<file path="src/inc/d8ct_pkg.sv">
// constants shared by both ends of the dual 8-bit compare timer
// assumes APB (32-bit data), one clock pclk, async active-low reset presetn
// Contract
// channel 0 match A requests A/D start when enabled
// overflow flag sets on count wrap FF to 00
// overflow clears only on read-1 then write-0
// match A flag sets when count equals constant A
// match A clears on read-1 then write-0
// transfer activation clears match A unless disabled
// match B flag sets when count equals constant B
// match B clears on read-1 then write-0
// transfer activation clears match B unless disabled
// match B enable gates match B request
// match A enable gates match A request
// status bits 7..5 take only zero writes
// software writes zero to reserved status bits
// counter increments per tick, write wins
package d8ct_pkg;
  // ----------------------------------------------------------------
  // timer register indices (byte address = 4 * index)
  // ----------------------------------------------------------------
  localparam logic [15:0] IDX_CTRL0 = 16'hFF64;
  localparam logic [15:0] IDX_CTRL1 = 16'hFF65;
  localparam logic [15:0] IDX_STAT0 = 16'hFF68;
  localparam logic [15:0] IDX_STAT1 = 16'hFF69;
  localparam logic [15:0] IDX_TCA0 = 16'hFF6C;
  localparam logic [15:0] IDX_TCA1 = 16'hFF6D;
  localparam logic [15:0] IDX_TCB0 = 16'hFF6E;
  localparam logic [15:0] IDX_TCB1 = 16'hFF6F;
  localparam logic [15:0] IDX_CNT0 = 16'hFF70;
  localparam logic [15:0] IDX_CNT1 = 16'hFF71;
  // ----------------------------------------------------------------
  // field positions
  // ----------------------------------------------------------------
  localparam int CTL_RUN = 0;
  localparam int CTL_IEA = 1;
  localparam int CTL_IEB = 2;
  localparam int ST_MB = 7;
  localparam int ST_MA = 6;
  localparam int ST_OV = 5;
  localparam int ST_ADC_TRIGGER_ENABLE = 4;
  // ----------------------------------------------------------------
  // reset values and counter maximum
  // ----------------------------------------------------------------
  localparam logic [7:0] CNT_RST = 8'h00;
  localparam logic [7:0] TC_RST = 8'hFF;
  localparam logic [7:0] CNT_MAX = 8'hFF;
  // ----------------------------------------------------------------
  // controller register offsets (bytes) and source bits
  // ----------------------------------------------------------------
  localparam logic [7:0] OFS_STATUS = 8'h00;
  localparam logic [7:0] OFS_CLEAR = 8'h04;
  localparam logic [7:0] OFS_ENABLE = 8'h08;
  localparam logic [7:0] OFS_ROUTE = 8'h0C;
  localparam int NSRC = 5;
  localparam int SRC_ADC = 4;
  localparam int ROUTE_DIS = 4;
endpackage : d8ct_pkg

</file>
<file path="src/inc/d8ct_if.sv">
// link between the timer and its request consumer
// assumes both ends on the same pclk
`timescale 1ns/1ps
interface d8ct_if;
  logic [1:0] match_a_irq;
  logic [1:0] match_b_irq;
  logic adc_start;
  logic [1:0] clr_a;
  logic [1:0] clr_b;
  modport timer (output match_a_irq, output match_b_irq, output adc_start, input clr_a, input clr_b);
  modport ctrl (input match_a_irq, input match_b_irq, input adc_start, output clr_a, output clr_b);
endinterface : d8ct_if

</file>
<file path="src/rtl/d8ct_timer.sv">
// two 8-bit compare-match timer channels with an APB register slave
// assumes the consumer pulses clr_a/clr_b when a transfer clears a flag
//
// Decided for this implementation: the APB slave port.
`timescale 1ns/1ps
module d8ct_timer
  import d8ct_pkg::*;
#(
  parameter int AW = 18
) (
  input wire logic pclk,
  input wire logic presetn,
  input wire logic psel,
  input wire logic penable,
  input wire logic pwrite,
  input wire logic [AW-1:0] paddr,
  input wire logic [31:0] pwdata,
  output logic [31:0] prdata,
  output logic pready,
  output logic pslverr,
  d8ct_if.timer lnk
);
  // ----------------------------------------------------------------
  // state
  // ----------------------------------------------------------------
  typedef struct packed {
    logic [1:0][7:0] cnt;
    logic [1:0][7:0] tca;
    logic [1:0][7:0] tcb;
    logic [1:0][2:0] ctl;
    logic adc_trigger_enable;
    logic [1:0] fa;
    logic [1:0] fb;
    logic [1:0] fo;
    logic [1:0] arm_a;
    logic [1:0] arm_b;
    logic [1:0] arm_o;
    logic [1:0] req_a;
    logic [1:0] req_b;
    logic adc;
    logic pready;
    logic pslverr;
    logic [31:0] prdata;
  } d8ct_dev_s;

  d8ct_dev_s s_r;
  d8ct_dev_s s_nxt;

  // ----------------------------------------------------------------
  // next state
  // ----------------------------------------------------------------
  always_comb begin
    logic acc;
    logic wr;
    logic rd;
    logic [15:0] idx;
    logic [7:0] wb;
    logic [7:0] nc;
    logic tick;
    logic swcnt;
    acc = psel & penable & s_r.pready;
    wr = acc & pwrite;
    rd = acc & ~pwrite;
    idx = 16'(paddr[AW-1:2]);
    wb = pwdata[7:0];
    nc = 8'h00;
    tick = 1'b0;
    swcnt = 1'b0;
    s_nxt = s_r;
    s_nxt.adc = 1'b0;
    // one wait state: data is captured, then pready ends the access
    s_nxt.pready = psel & penable & ~s_r.pready;
    if (s_nxt.pready) begin
      s_nxt.prdata = 32'h0000_0000;
      s_nxt.pslverr = 1'b0;
      unique case (idx)
        IDX_CTRL0: s_nxt.prdata[2:0] = s_r.ctl[0];
        IDX_CTRL1: s_nxt.prdata[2:0] = s_r.ctl[1];
        IDX_STAT0: s_nxt.prdata[7:0] = {s_r.fb[0], s_r.fa[0], s_r.fo[0], s_r.adc_trigger_enable, 4'h0};
        IDX_STAT1: s_nxt.prdata[7:0] = {s_r.fb[1], s_r.fa[1], s_r.fo[1], 5'h00};
        IDX_TCA0: s_nxt.prdata[7:0] = s_r.tca[0];
        IDX_TCA1: s_nxt.prdata[7:0] = s_r.tca[1];
        IDX_TCB0: s_nxt.prdata[7:0] = s_r.tcb[0];
        IDX_TCB1: s_nxt.prdata[7:0] = s_r.tcb[1];
        IDX_CNT0: s_nxt.prdata[7:0] = s_r.cnt[0];
        IDX_CNT1: s_nxt.prdata[7:0] = s_r.cnt[1];
        default: s_nxt.pslverr = 1'b1;
      endcase
    end
    for (int ch = 0; ch < 2; ch++) begin
      // a flag read as 1 arms its clear; only the completed read counts
      if (rd && idx == IDX_STAT0 + 16'(ch)) begin
        s_nxt.arm_b[ch] = s_r.arm_b[ch] | s_r.prdata[ST_MB];
        s_nxt.arm_a[ch] = s_r.arm_a[ch] | s_r.prdata[ST_MA];
        s_nxt.arm_o[ch] = s_r.arm_o[ch] | s_r.prdata[ST_OV];
      end
      if (wr && idx == IDX_STAT0 + 16'(ch)) begin
        // ones written to the flags are ignored; reserved bits are not stored
        if (!wb[ST_MB] && s_r.arm_b[ch]) s_nxt.fb[ch] = 1'b0;
        if (!wb[ST_MA] && s_r.arm_a[ch]) s_nxt.fa[ch] = 1'b0;
        if (!wb[ST_OV] && s_r.arm_o[ch]) s_nxt.fo[ch] = 1'b0;
        s_nxt.arm_a[ch] = 1'b0;
        s_nxt.arm_b[ch] = 1'b0;
        s_nxt.arm_o[ch] = 1'b0;
        if (ch == 0) s_nxt.adc_trigger_enable = wb[ST_ADC_TRIGGER_ENABLE];
      end
      if (lnk.clr_a[ch]) s_nxt.fa[ch] = 1'b0;
      if (lnk.clr_b[ch]) s_nxt.fb[ch] = 1'b0;
      if (wr && idx == IDX_CTRL0 + 16'(ch)) s_nxt.ctl[ch] = wb[2:0];
      if (wr && idx == IDX_TCA0 + 16'(ch)) s_nxt.tca[ch] = wb;
      if (wr && idx == IDX_TCB0 + 16'(ch)) s_nxt.tcb[ch] = wb;
      swcnt = wr && idx == IDX_CNT0 + 16'(ch);
      tick = s_r.ctl[ch][CTL_RUN] & ~swcnt;
      nc = s_r.cnt[ch] + 8'h01;
      if (swcnt) begin
        s_nxt.cnt[ch] = wb;
      end else if (tick) begin
        s_nxt.cnt[ch] = nc;
      end
      // hardware sets come last so they win over any clear
      if (tick && s_r.cnt[ch] == CNT_MAX) s_nxt.fo[ch] = 1'b1;
      if (tick && nc == s_r.tca[ch]) begin
        s_nxt.fa[ch] = 1'b1;
        if (ch == 0) s_nxt.adc = s_r.adc_trigger_enable;
      end
      if (tick && nc == s_r.tcb[ch]) s_nxt.fb[ch] = 1'b1;
      s_nxt.req_a[ch] = s_nxt.fa[ch] & s_nxt.ctl[ch][CTL_IEA];
      s_nxt.req_b[ch] = s_nxt.fb[ch] & s_nxt.ctl[ch][CTL_IEB];
    end
  end

  always_ff @(posedge pclk or negedge presetn) begin
    if (!presetn) begin
      s_r <= '0;
      s_r.cnt <= {2{CNT_RST}};
      s_r.tca <= {2{TC_RST}};
      s_r.tcb <= {2{TC_RST}};
    end else begin
      s_r <= s_nxt;
    end
  end

  // ----------------------------------------------------------------
  // outputs
  // ----------------------------------------------------------------
  assign prdata = s_r.prdata;
  assign pready = s_r.pready;
  assign pslverr = s_r.pslverr;
  assign lnk.match_a_irq = s_r.req_a;
  assign lnk.match_b_irq = s_r.req_b;
  assign lnk.adc_start = s_r.adc;
endmodule : d8ct_timer

</file>
<file path="src/flat_wrapper.sv">
// flat-port wrapper written by rule: the top's interface ports become plain ports
module d8ct_timer_flat import d8ct_pkg::*;
#(
  parameter int AW = 18
)
  (pclk, presetn, psel, penable, pwrite, paddr, pwdata, prdata, pready, pslverr, lnk_match_a_irq, lnk_match_b_irq, lnk_adc_start, lnk_clr_a, lnk_clr_b);
  d8ct_if lnk_i ();
  input wire logic pclk;
  input wire logic presetn;
  input wire logic psel;
  input wire logic penable;
  input wire logic pwrite;
  input wire logic [AW-1:0] paddr;
  input wire logic [31:0] pwdata;
  output logic [31:0] prdata;
  output logic pready;
  output logic pslverr;
  output wire logic [$bits(lnk_i.match_a_irq)-1:0] lnk_match_a_irq;
  output wire logic [$bits(lnk_i.match_b_irq)-1:0] lnk_match_b_irq;
  output wire logic [$bits(lnk_i.adc_start)-1:0] lnk_adc_start;
  input wire logic [$bits(lnk_i.clr_a)-1:0] lnk_clr_a;
  input wire logic [$bits(lnk_i.clr_b)-1:0] lnk_clr_b;
  assign lnk_match_a_irq = lnk_i.match_a_irq;
  assign lnk_match_b_irq = lnk_i.match_b_irq;
  assign lnk_adc_start = lnk_i.adc_start;
  assign lnk_i.clr_a = lnk_clr_a;
  assign lnk_i.clr_b = lnk_clr_b;
  d8ct_timer #(.AW(AW)) u_core (.pclk(pclk), .presetn(presetn), .psel(psel), .penable(penable), .pwrite(pwrite), .paddr(paddr), .pwdata(pwdata), .prdata(prdata), .pready(pready), .pslverr(pslverr), .lnk(lnk_i));
endmodule
</file>
<file path="config.mk">
export PLATFORM = sky130hd
export DESIGN_NAME = d8ct_timer_flat
export DESIGN_NICKNAME = d
export VERILOG_FILES = /design/src/inc/d8ct_pkg.sv /design/src/inc/d8ct_if.sv /design/src/rtl/d8ct_timer.sv /design/src/flat_wrapper.sv
export SDC_FILE = /design/constraint.sdc
export NUM_CORES = 1
export LEC_CHECK = 0
export BUFFER_PORTS_ARGS = -buffer_cell sky130_fd_sc_hd__clkbuf_2
export CORE_ASPECT_RATIO = 1.4
export CORE_MARGIN = 2
export CORE_UTILIZATION = 44
export CTS_BUF_LIST = sky130_fd_sc_hd__clkbuf_16
export CTS_CLUSTER_DIAMETER = 40
export DETAILED_ROUTE_END_ITERATION = 16
export PLACE_DENSITY = 0.67
export RECOVER_POWER = 100
export SYNTH_ARGS = -nofsm -noshare
export SYNTH_HDL_FRONTEND = slang
export SYNTH_SLANG_ARGS = --single-unit
</file>
<file path="constraint.sdc">
create_clock -name pclk -period 5.47 [get_ports pclk]
set_clock_uncertainty 0.05 [all_clocks]
set_input_delay 0.547 -clock pclk [delete_from_list [all_inputs] [get_ports pclk]]
set_output_delay 0.547 -clock pclk [all_outputs]
set_load 0.02 [all_outputs]
</file>
# Yosys cells after proc, flatten, opt, wreduce, memory -nomap -nowiden
# Cells that the tools add are included.
# word_totals
rom_bits,0
memories,0
ram_bits,0
reg_bits,82
latch_bits,0
# op_classes
multipliers,0
n_eq_ne,16
shift,0
n_lt_le_gt_ge,0
n_reduce_logical,38
muxes,44
bitwise_logic,21
div_mod_pow,0
n_addsub,2
# ops
operator,n
"== test 16 bit, second input constant",10
one-hot mux 5 bit (8 select lines),1
two-way mux 1 bit,36
== test 8 bit,4
two-way mux 8 bit,4
logical AND 1 bit,24
one-hot mux 3 bit (8 select lines),1
"adder 8 x 1 -> 8 bit, second input constant",2
"== test 8 bit, second input constant",2
nonzero test 2 bit,8
bitwise AND 1 bit,11
OR reduction 10 bit,1
two-way mux 3 bit,2
bitwise OR 1 bit,6
inverter 1 bit,4
AND reduction 2 bit,2
zero test 1 bit,3

# Depth between registers and ports, before layout
# Gate-level depths: netlist of run 1.
# logic_depth
ltp_word,9
mapped_depth,9
depth_no_buf,6

# Worst setup path after synthesis of run 1
# OpenSTA, ideal clock, no wires.
# synth_path
kind,input-to-reg
start,input paddr[5]
end,register u_core.s_r[105] (netlist bit)
required_time_ns,5.296
stages,7
arrival_time_ns,1.856
path_slack_ns,3.440
setup_ns,0.124
path_cell_list,buf_2 or3b_4 nor4_4 nand2_2 buf_6 nor2_2 a21oi_2
# synth_via
elab_chain_cells,5
elab_cells_between_ends,6
# synth_lines
item,line,text
"start, declared",flat_wrapper.sv:13,input wire logic [AW-1:0] paddr;
== test 16 bit (*),d8ct_timer.sv:112,swcnt = wr && idx == IDX_CNT0 + 16'(ch);
logical AND 1 bit (*),d8ct_timer.sv:112,
inverter 1 bit,d8ct_timer.sv:113,tick = s_r.ctl[ch][CTL_RUN] & ~swcnt;
bitwise AND 1 bit,d8ct_timer.sv:113,
nonzero test 2 bit (no line),-,
"end signal, assigned",d8ct_timer.sv:139,s_r <= s_nxt;
"end, declared",d8ct_timer.sv:46,d8ct_dev_s s_r;
# Every way passes the cells marked *; elsewhere a longest branch is shown, timed or not.
# A chain may end at the register's enable or synchronous reset.

==> results of run 1 <==
==> synth_stat cells, types with 3 or more instances <==
master     n  share of area
a21boi_0   3         0.0040
buf_4     38          0.051
a31oi_1    6         0.0067
o22ai_1    5         0.0056
and2_1     3         0.0033
xor2_1    20          0.031
nand2_1   28          0.019
nand4_1   10          0.011
o21ai_1    4         0.0036
and3_1    10          0.011
mux4_2     6          0.024
o31a_1     3         0.0047
inv_1     15          0.010
xnor2_1   28          0.044
a221oi_1   3         0.0047
clkbuf_1  11         0.0074
mux2i_1    4         0.0071
nand3_1   19          0.017
nand2b_1   9          0.010
nor2_1    35          0.023
a21oi_1   15          0.013
a22oi_1    5         0.0067
nor2_2     5         0.0056
o21ai_0    7         0.0062
and4b_1    3         0.0053
a22o_1     7          0.011
mux2_2    39          0.078
nor3_1     7         0.0062
a32oi_1    6         0.0094
dfrtp_1   50           0.22
nor4_4     3          0.011
nor4_1    12          0.013
buf_2     11         0.0098
and4_1     6         0.0094
nand2_2    3         0.0033
xnor3_1    6          0.024
a21oi_2   16          0.025
dfstp_2   32           0.15
==> final cells by class <==
type                       instances  area, um^2  area share
clock inverter                     7        61.3      0.0103
timing repair buffer              47         216      0.0365
clock buffer                       9         225      0.0380
tap                              150         188      0.0317
inverter                          15        56.3     0.00950
sequential                        82        2090       0.353
multi-input combinational        412        3090       0.521
==> cell families (layout without fill, tap and decap cells) <==
logic type	count (synthesis)	in the layout	share of synthesized area
other cells	1	24	0.000668
mux	49	49	0.109
fa+ha+maj	4	4	0.00802
flops	82	82	0.373
compound gates	100	100	0.131
simple gates	181	181	0.197
buf+inv	78	78	0.0827
xor+xnor	54	54	0.0989
==> flip-flops by register name, indices dropped and copies added (netlist names) <==
register                cells
u_core.lnk.match_b_irq      2
u_core.prdata               8
u_core.lnk.adc_start        1
u_core.pready               1
u_core.s_r                 67
u_core.lnk.match_a_irq      2
u_core.pslverr              1
==> per-layer routing <==
metal	part of all wire	wire [um]	up-vias
li1	-	-	1981
met1	0.39	5780	2141
met2	0.50	7440	196
met5	0	0	-
met3	0.051	760	51
met4	0.055	810	0
==> through the flow <==
stage          total power, W  setup WS (ns)  utilization
2_1_floorplan        0.000677           3.44            -
3_5_place_dp         0.000706           2.58        0.462
3_3_place_gp         0.000705           2.62        0.462
6_report              0.00129           2.32        0.479
5_1_grt               0.00133           2.04        0.479
4_1_cts               0.00130           2.95        0.485
==> worst max-delay path, cell delays in order <==
cell	delay (ns)
clkbuf_1	0.86
or2_0	0.50
nor2_1	0.27
a21boi_0	0.65
a31oi_1	0.15
nor3_1	0.34
==> power by group through the flow <==
| stage | logic, W | clock network [W] | registers [W] |
|---|---|---|---|
| detailed placement | 0.0000867 | 0 | 0.000619 |
| floorplan | 0.0000573 | 0 | 0.000619 |
| finish | 0.0000853 | 0.000595 | 0.000609 |
| CTS | 0.0000873 | 0.000604 | 0.000609 |
| global placement | 0.0000858 | 0 | 0.000619 |
| global route | 0.0000934 | 0.000624 | 0.000609 |
==> final timing paths <==
| check | start | to | slack, ns |
|---|---|---|---|
| max in group asynchronous | presetn | u_core.lnk.adc_start | 4.34 |
| hold reg to reg | u_core.prdata[3] | u_core.prdata[3] | 0.45 |
| setup / recovery | paddr[2] | u_core.lnk.match_b_irq[0] | 2.32 |
| setup reg to reg | u_core.s_r[90] | u_core.lnk.match_b_irq[0] | 3.04 |
| hold / removal | presetn | u_core.s_r[104] | 0.32 |
| min in group pclk | u_core.prdata[3] | u_core.prdata[3] | 0.45 |
==> results.cfg, run 1 <==
[detailed_routing]
wl_per_cell_um = 20.5
drt_iter0_drc = 293
wirelength_mm = 14.8
firstDrtPassIters = 5
ant_nets = 0
vias_per_cell = 6.05
drc_errors = 0
num_vias = 4369

[grt]
gr-usage-met1 = 0.248
use_met2 = 0.388
top_usage_layer = met2
antenna_found_initial = 0
grt_first_pass_wirelength_mm = 22.8
grtUsageMet3 = 0.0370
track_usage = 0.219
grt_pass1_vias = 4229
overflow = 0
grt_max_degree = 83

[synth]
ys_warn_count = 0
syn_inst = 549
synth_edf_count = 0
synth-seq-cells = 82
syn_area_mm2 = 0.00562
synth.avg_cell_area_um2 = 10.2
synth_ff_type = dfrtp_1
synth_cell_types = 75
async_flop_share = 1.00
ys_seq_area_frac = 0.373

[timing]
rsz0062_at_grt = false
min_period_ns = 3.15
worst_pin_slew_ns = 1.36
timing.setup.tns_ns = 0
fin_hold_ws_ns = 0.324
max_slew_margin = 0.0840
finalSetupViolCount = 0
drv_slew = 0
fin_crit_sh = 0.576
final_hold_viol_count = 0
max_freq_ghz = 0.317

[power]
p_int_w = 0.000977
power.switching_w = 0.000313
clkPwrFrac = 0.462
leakage_nw = 2.45
power_frac_seq = 0.472
p_comb_frac = 0.066
power.density_mw_per_mm2 = 218
swShare = 0.243
ir_drop_uv = 113

[die]
num_rows = 48
die_width_um = 99.5
boundaryPins = 98
coreArea_mm2 = 0.0124
fp.dieH_um = 138
die-area_mm2 = 0.0137
initial_core_util = 0.454

[place]
gp_congestion = 0.881
portBuffers = 47
placed_area_mm2 = 0.00572
hpwl_mm = 10.8
dp.cells = 706

[clock_network]
cts_tree = done
cts_resized = 0
clk_transition_reported_paths_ns = 0.06
clock_latency_ns = 0.35
clockRootBuffer = clkbuf_16
cts_num_sinks = 82
cts_hold_buf = 0
post_cts_buffers = 0
htreeDepth = 3
cts_buffers = 9
max-clock-path-buffers = 2

[layout]
layout.nets = 628
nFillCells = 1142
area_delta_synth_final_pct = 5.53
final_cell_mix = dfrtp_1 (50), mux2_2 (39), nor2_1 (37), dfstp_2 (32), nand2_1 (31)
drive_above_1_share = 0.266
final_common_cell = dfrtp_1
layout.cells.non_filler = 722
diodes = 0
final_area_mm2 = 0.00593

[hold_path]
min_path_type = input port to async pin

[run_status]
outcome = complete, no violations

[critical_path]
ff2ff_path_depth = 6
critPathRequiredTime_ns = 5.64
cp-start-kind = input port
cp_data_arrival_time_ns = 3.32
path_class = input port to register
crit_fanout = 20
crit_path_end_kind = register

[flow_run]
cap_violations = 0
(Power assumes the default switching activity.)
==> run 2: changes to the inputs <==
Settings changed: PLACE_DENSITY 0.67 to 0.7.
Clock period 5.47 ns to 2.8 ns, I/O delays scaled along.
==> results.cfg, run 2 (synthesized netlist as in run 1, its figures left out) <==
[timing]
finalSetupViolCount = 0
max_freq_ghz = 0.401
drv_slew = 83
min_period_ns = 2.49
fin_crit_sh = 0.891
setup_ws_ns = 0.305
final_hold_viol_count = 0
worst_pin_slew_ns = 2.08
rsz0062_at_grt = false
max_slew_margin = -0.385
timing.setup.tns_ns = 0

[clock_network]
clockRootBuffer = clkbuf_16
cts_tree = done
cts_buffers = 9
cts_hold_buf = 0
max-clock-path-buffers = 2
post_cts_buffers = 0
htreeDepth = 3
clk_transition_reported_paths_ns = 0.06
cts_resized = 0
clock_latency_ns = 0.34
cts_num_sinks = 82

[critical_path]
path_class = input port to register
ff2ff_path_depth = 6
cpLargestDelayFamily = simple AND/OR/NAND/NOR gates
slowest_stage = nand2_1
r2r_slack_ns = 0.37
reg2reg_to = u_core.lnk.match_a_irq[0]
crit_fanout = 17
critical_path_buf_inv_count = 1
cp_data_arrival_time_ns = 2.64
path_cells = clkbuf_1 > or3b_4 > nor4_2 > nand2_1 > nor2_1 > a21oi_2
r2r-start = u_core.s_r[90]
crit_path_end_kind = register
max_stage_delay_ns = 0.66
critPathRequiredTime_ns = 2.94
cp-start-kind = input port

[grt]
grt_first_pass_wirelength_mm = 23.7
track_usage = 0.225
antenna_found_initial = 0
grt_max_degree = 83
overflow = 0
grt_pass1_vias = 4325

[detailed_routing]
wl_per_cell_um = 20.5
vias_per_cell = 5.97
wirelength_mm = 14.9
drt-met1-wl_mm = 5.82
route.met3.wl_um = 727
top_layer_used = met4
met2_length_mm = 7.55
ant_nets = 0
firstDrtPassIters = 5
drt_iter0_drc = 309
drc_errors = 0
num_vias = 4344

[place]
place_worst_setup_slack_ns = 0.444
gp_congestion = 0.936
hpwl_mm = 10.9
portBuffers = 47

[die]
initial_core_util = 0.454
fp.dieH_um = 138
boundaryPins = 98
coreArea_mm2 = 0.0124
die_width_um = 99.5
die-area_mm2 = 0.0137
num_rows = 48

[hold_path]
hold_depth = 3
min_path_type = input port to register
min_to = u_core.lnk.match_b_irq[1]
min_from = lnk_clr_b[1]

[flow_run]
cap_violations = 1

[layout]
drive_above_1_share = 0.268
max_flop_register = u_core.s_r
final_common_cell = dfrtp_1
final_cell_mix = dfrtp_1 (50), nor2_1 (39), mux2_2 (39), dfstp_2 (32), nand2_1 (31)
layout.nets = 634
diodes = 0
area_delta_synth_final_pct = 6.48
largest_reg_flops = 67

[power]
ir_drop_uv = 222
leakage_nw = 2.47
power.density_mw_per_mm2 = 429

[run_status]
violations = max-capacitance violations, max-slew violations
outcome = finished, violations left
## run 2: tightest hold or removal path, cell delays in order
cell	delay, ns
clkbuf_2	0.09
a311o_1	0.12
o22ai_1	0.10
## run 2: worst max-delay path by stage
| stage | from | endpoint | cells after the start |
|---|---|---|---|
| floorplan | u_core.pready | u_core.s_r[46] | 5 |
| global placement | u_core.s_r[90] | u_core.lnk.adc_start | 6 |
| detailed placement | u_core.s_r[90] | u_core.lnk.match_a_irq[0] | 6 |
| CTS | u_core.s_r[90] | u_core.lnk.match_a_irq[0] | 6 |
| global route | paddr[4] | u_core.s_r[104] | 6 |
| finish | paddr[4] | u_core.s_r[104] | 6 |
## run 2: power by group
group | switching (W) | internal (W) | total (W)
sequential | 0.00000111 | 0.00119 | 0.00119
combinational | 0.000128 | 0.0000409 | 0.000169
clock | 0.000476 | 0.000730 | 0.00121
total | 0.000605 | 0.00196 | 0.00256
## run 2: final cells by class
type	count	area, um^2
clock inverter	6	48.8
clock buffer	10	250
inverter	15	56.3
tap	150	188
sequential	82	2090
multi-input combinational	412	3090
fill	1150	6390
timing repair buffer	53	255
## run 2: stage by stage
| stage | instance area, um^2 | cells | utilization | power, W | hold slack (ns) |
|---|---|---|---|---|---|
| 4_1_cts | 6060 | 728 | 0.490 | 0.00258 | 0.120 |
| 2_1_floorplan | 5700 | 572 | - | 0.00132 | -0.0656 |
| 5_1_grt | 5980 | 728 | 0.483 | 0.00265 | 0.275 |
| 3_3_place_gp | 5760 | 712 | 0.466 | 0.00138 | 0.423 |
| 3_5_place_dp | 5760 | 712 | 0.466 | 0.00138 | 0.426 |
| 6_report | 5980 | 728 | 0.483 | 0.00256 | 0.245 |
## run 2: routing by layer
metal,track usage,up-vias
met2,0.388,182
met4,0.129,0
met3,0.0441,49
met1,0.259,2127
li1,-,1986
met5,0,-
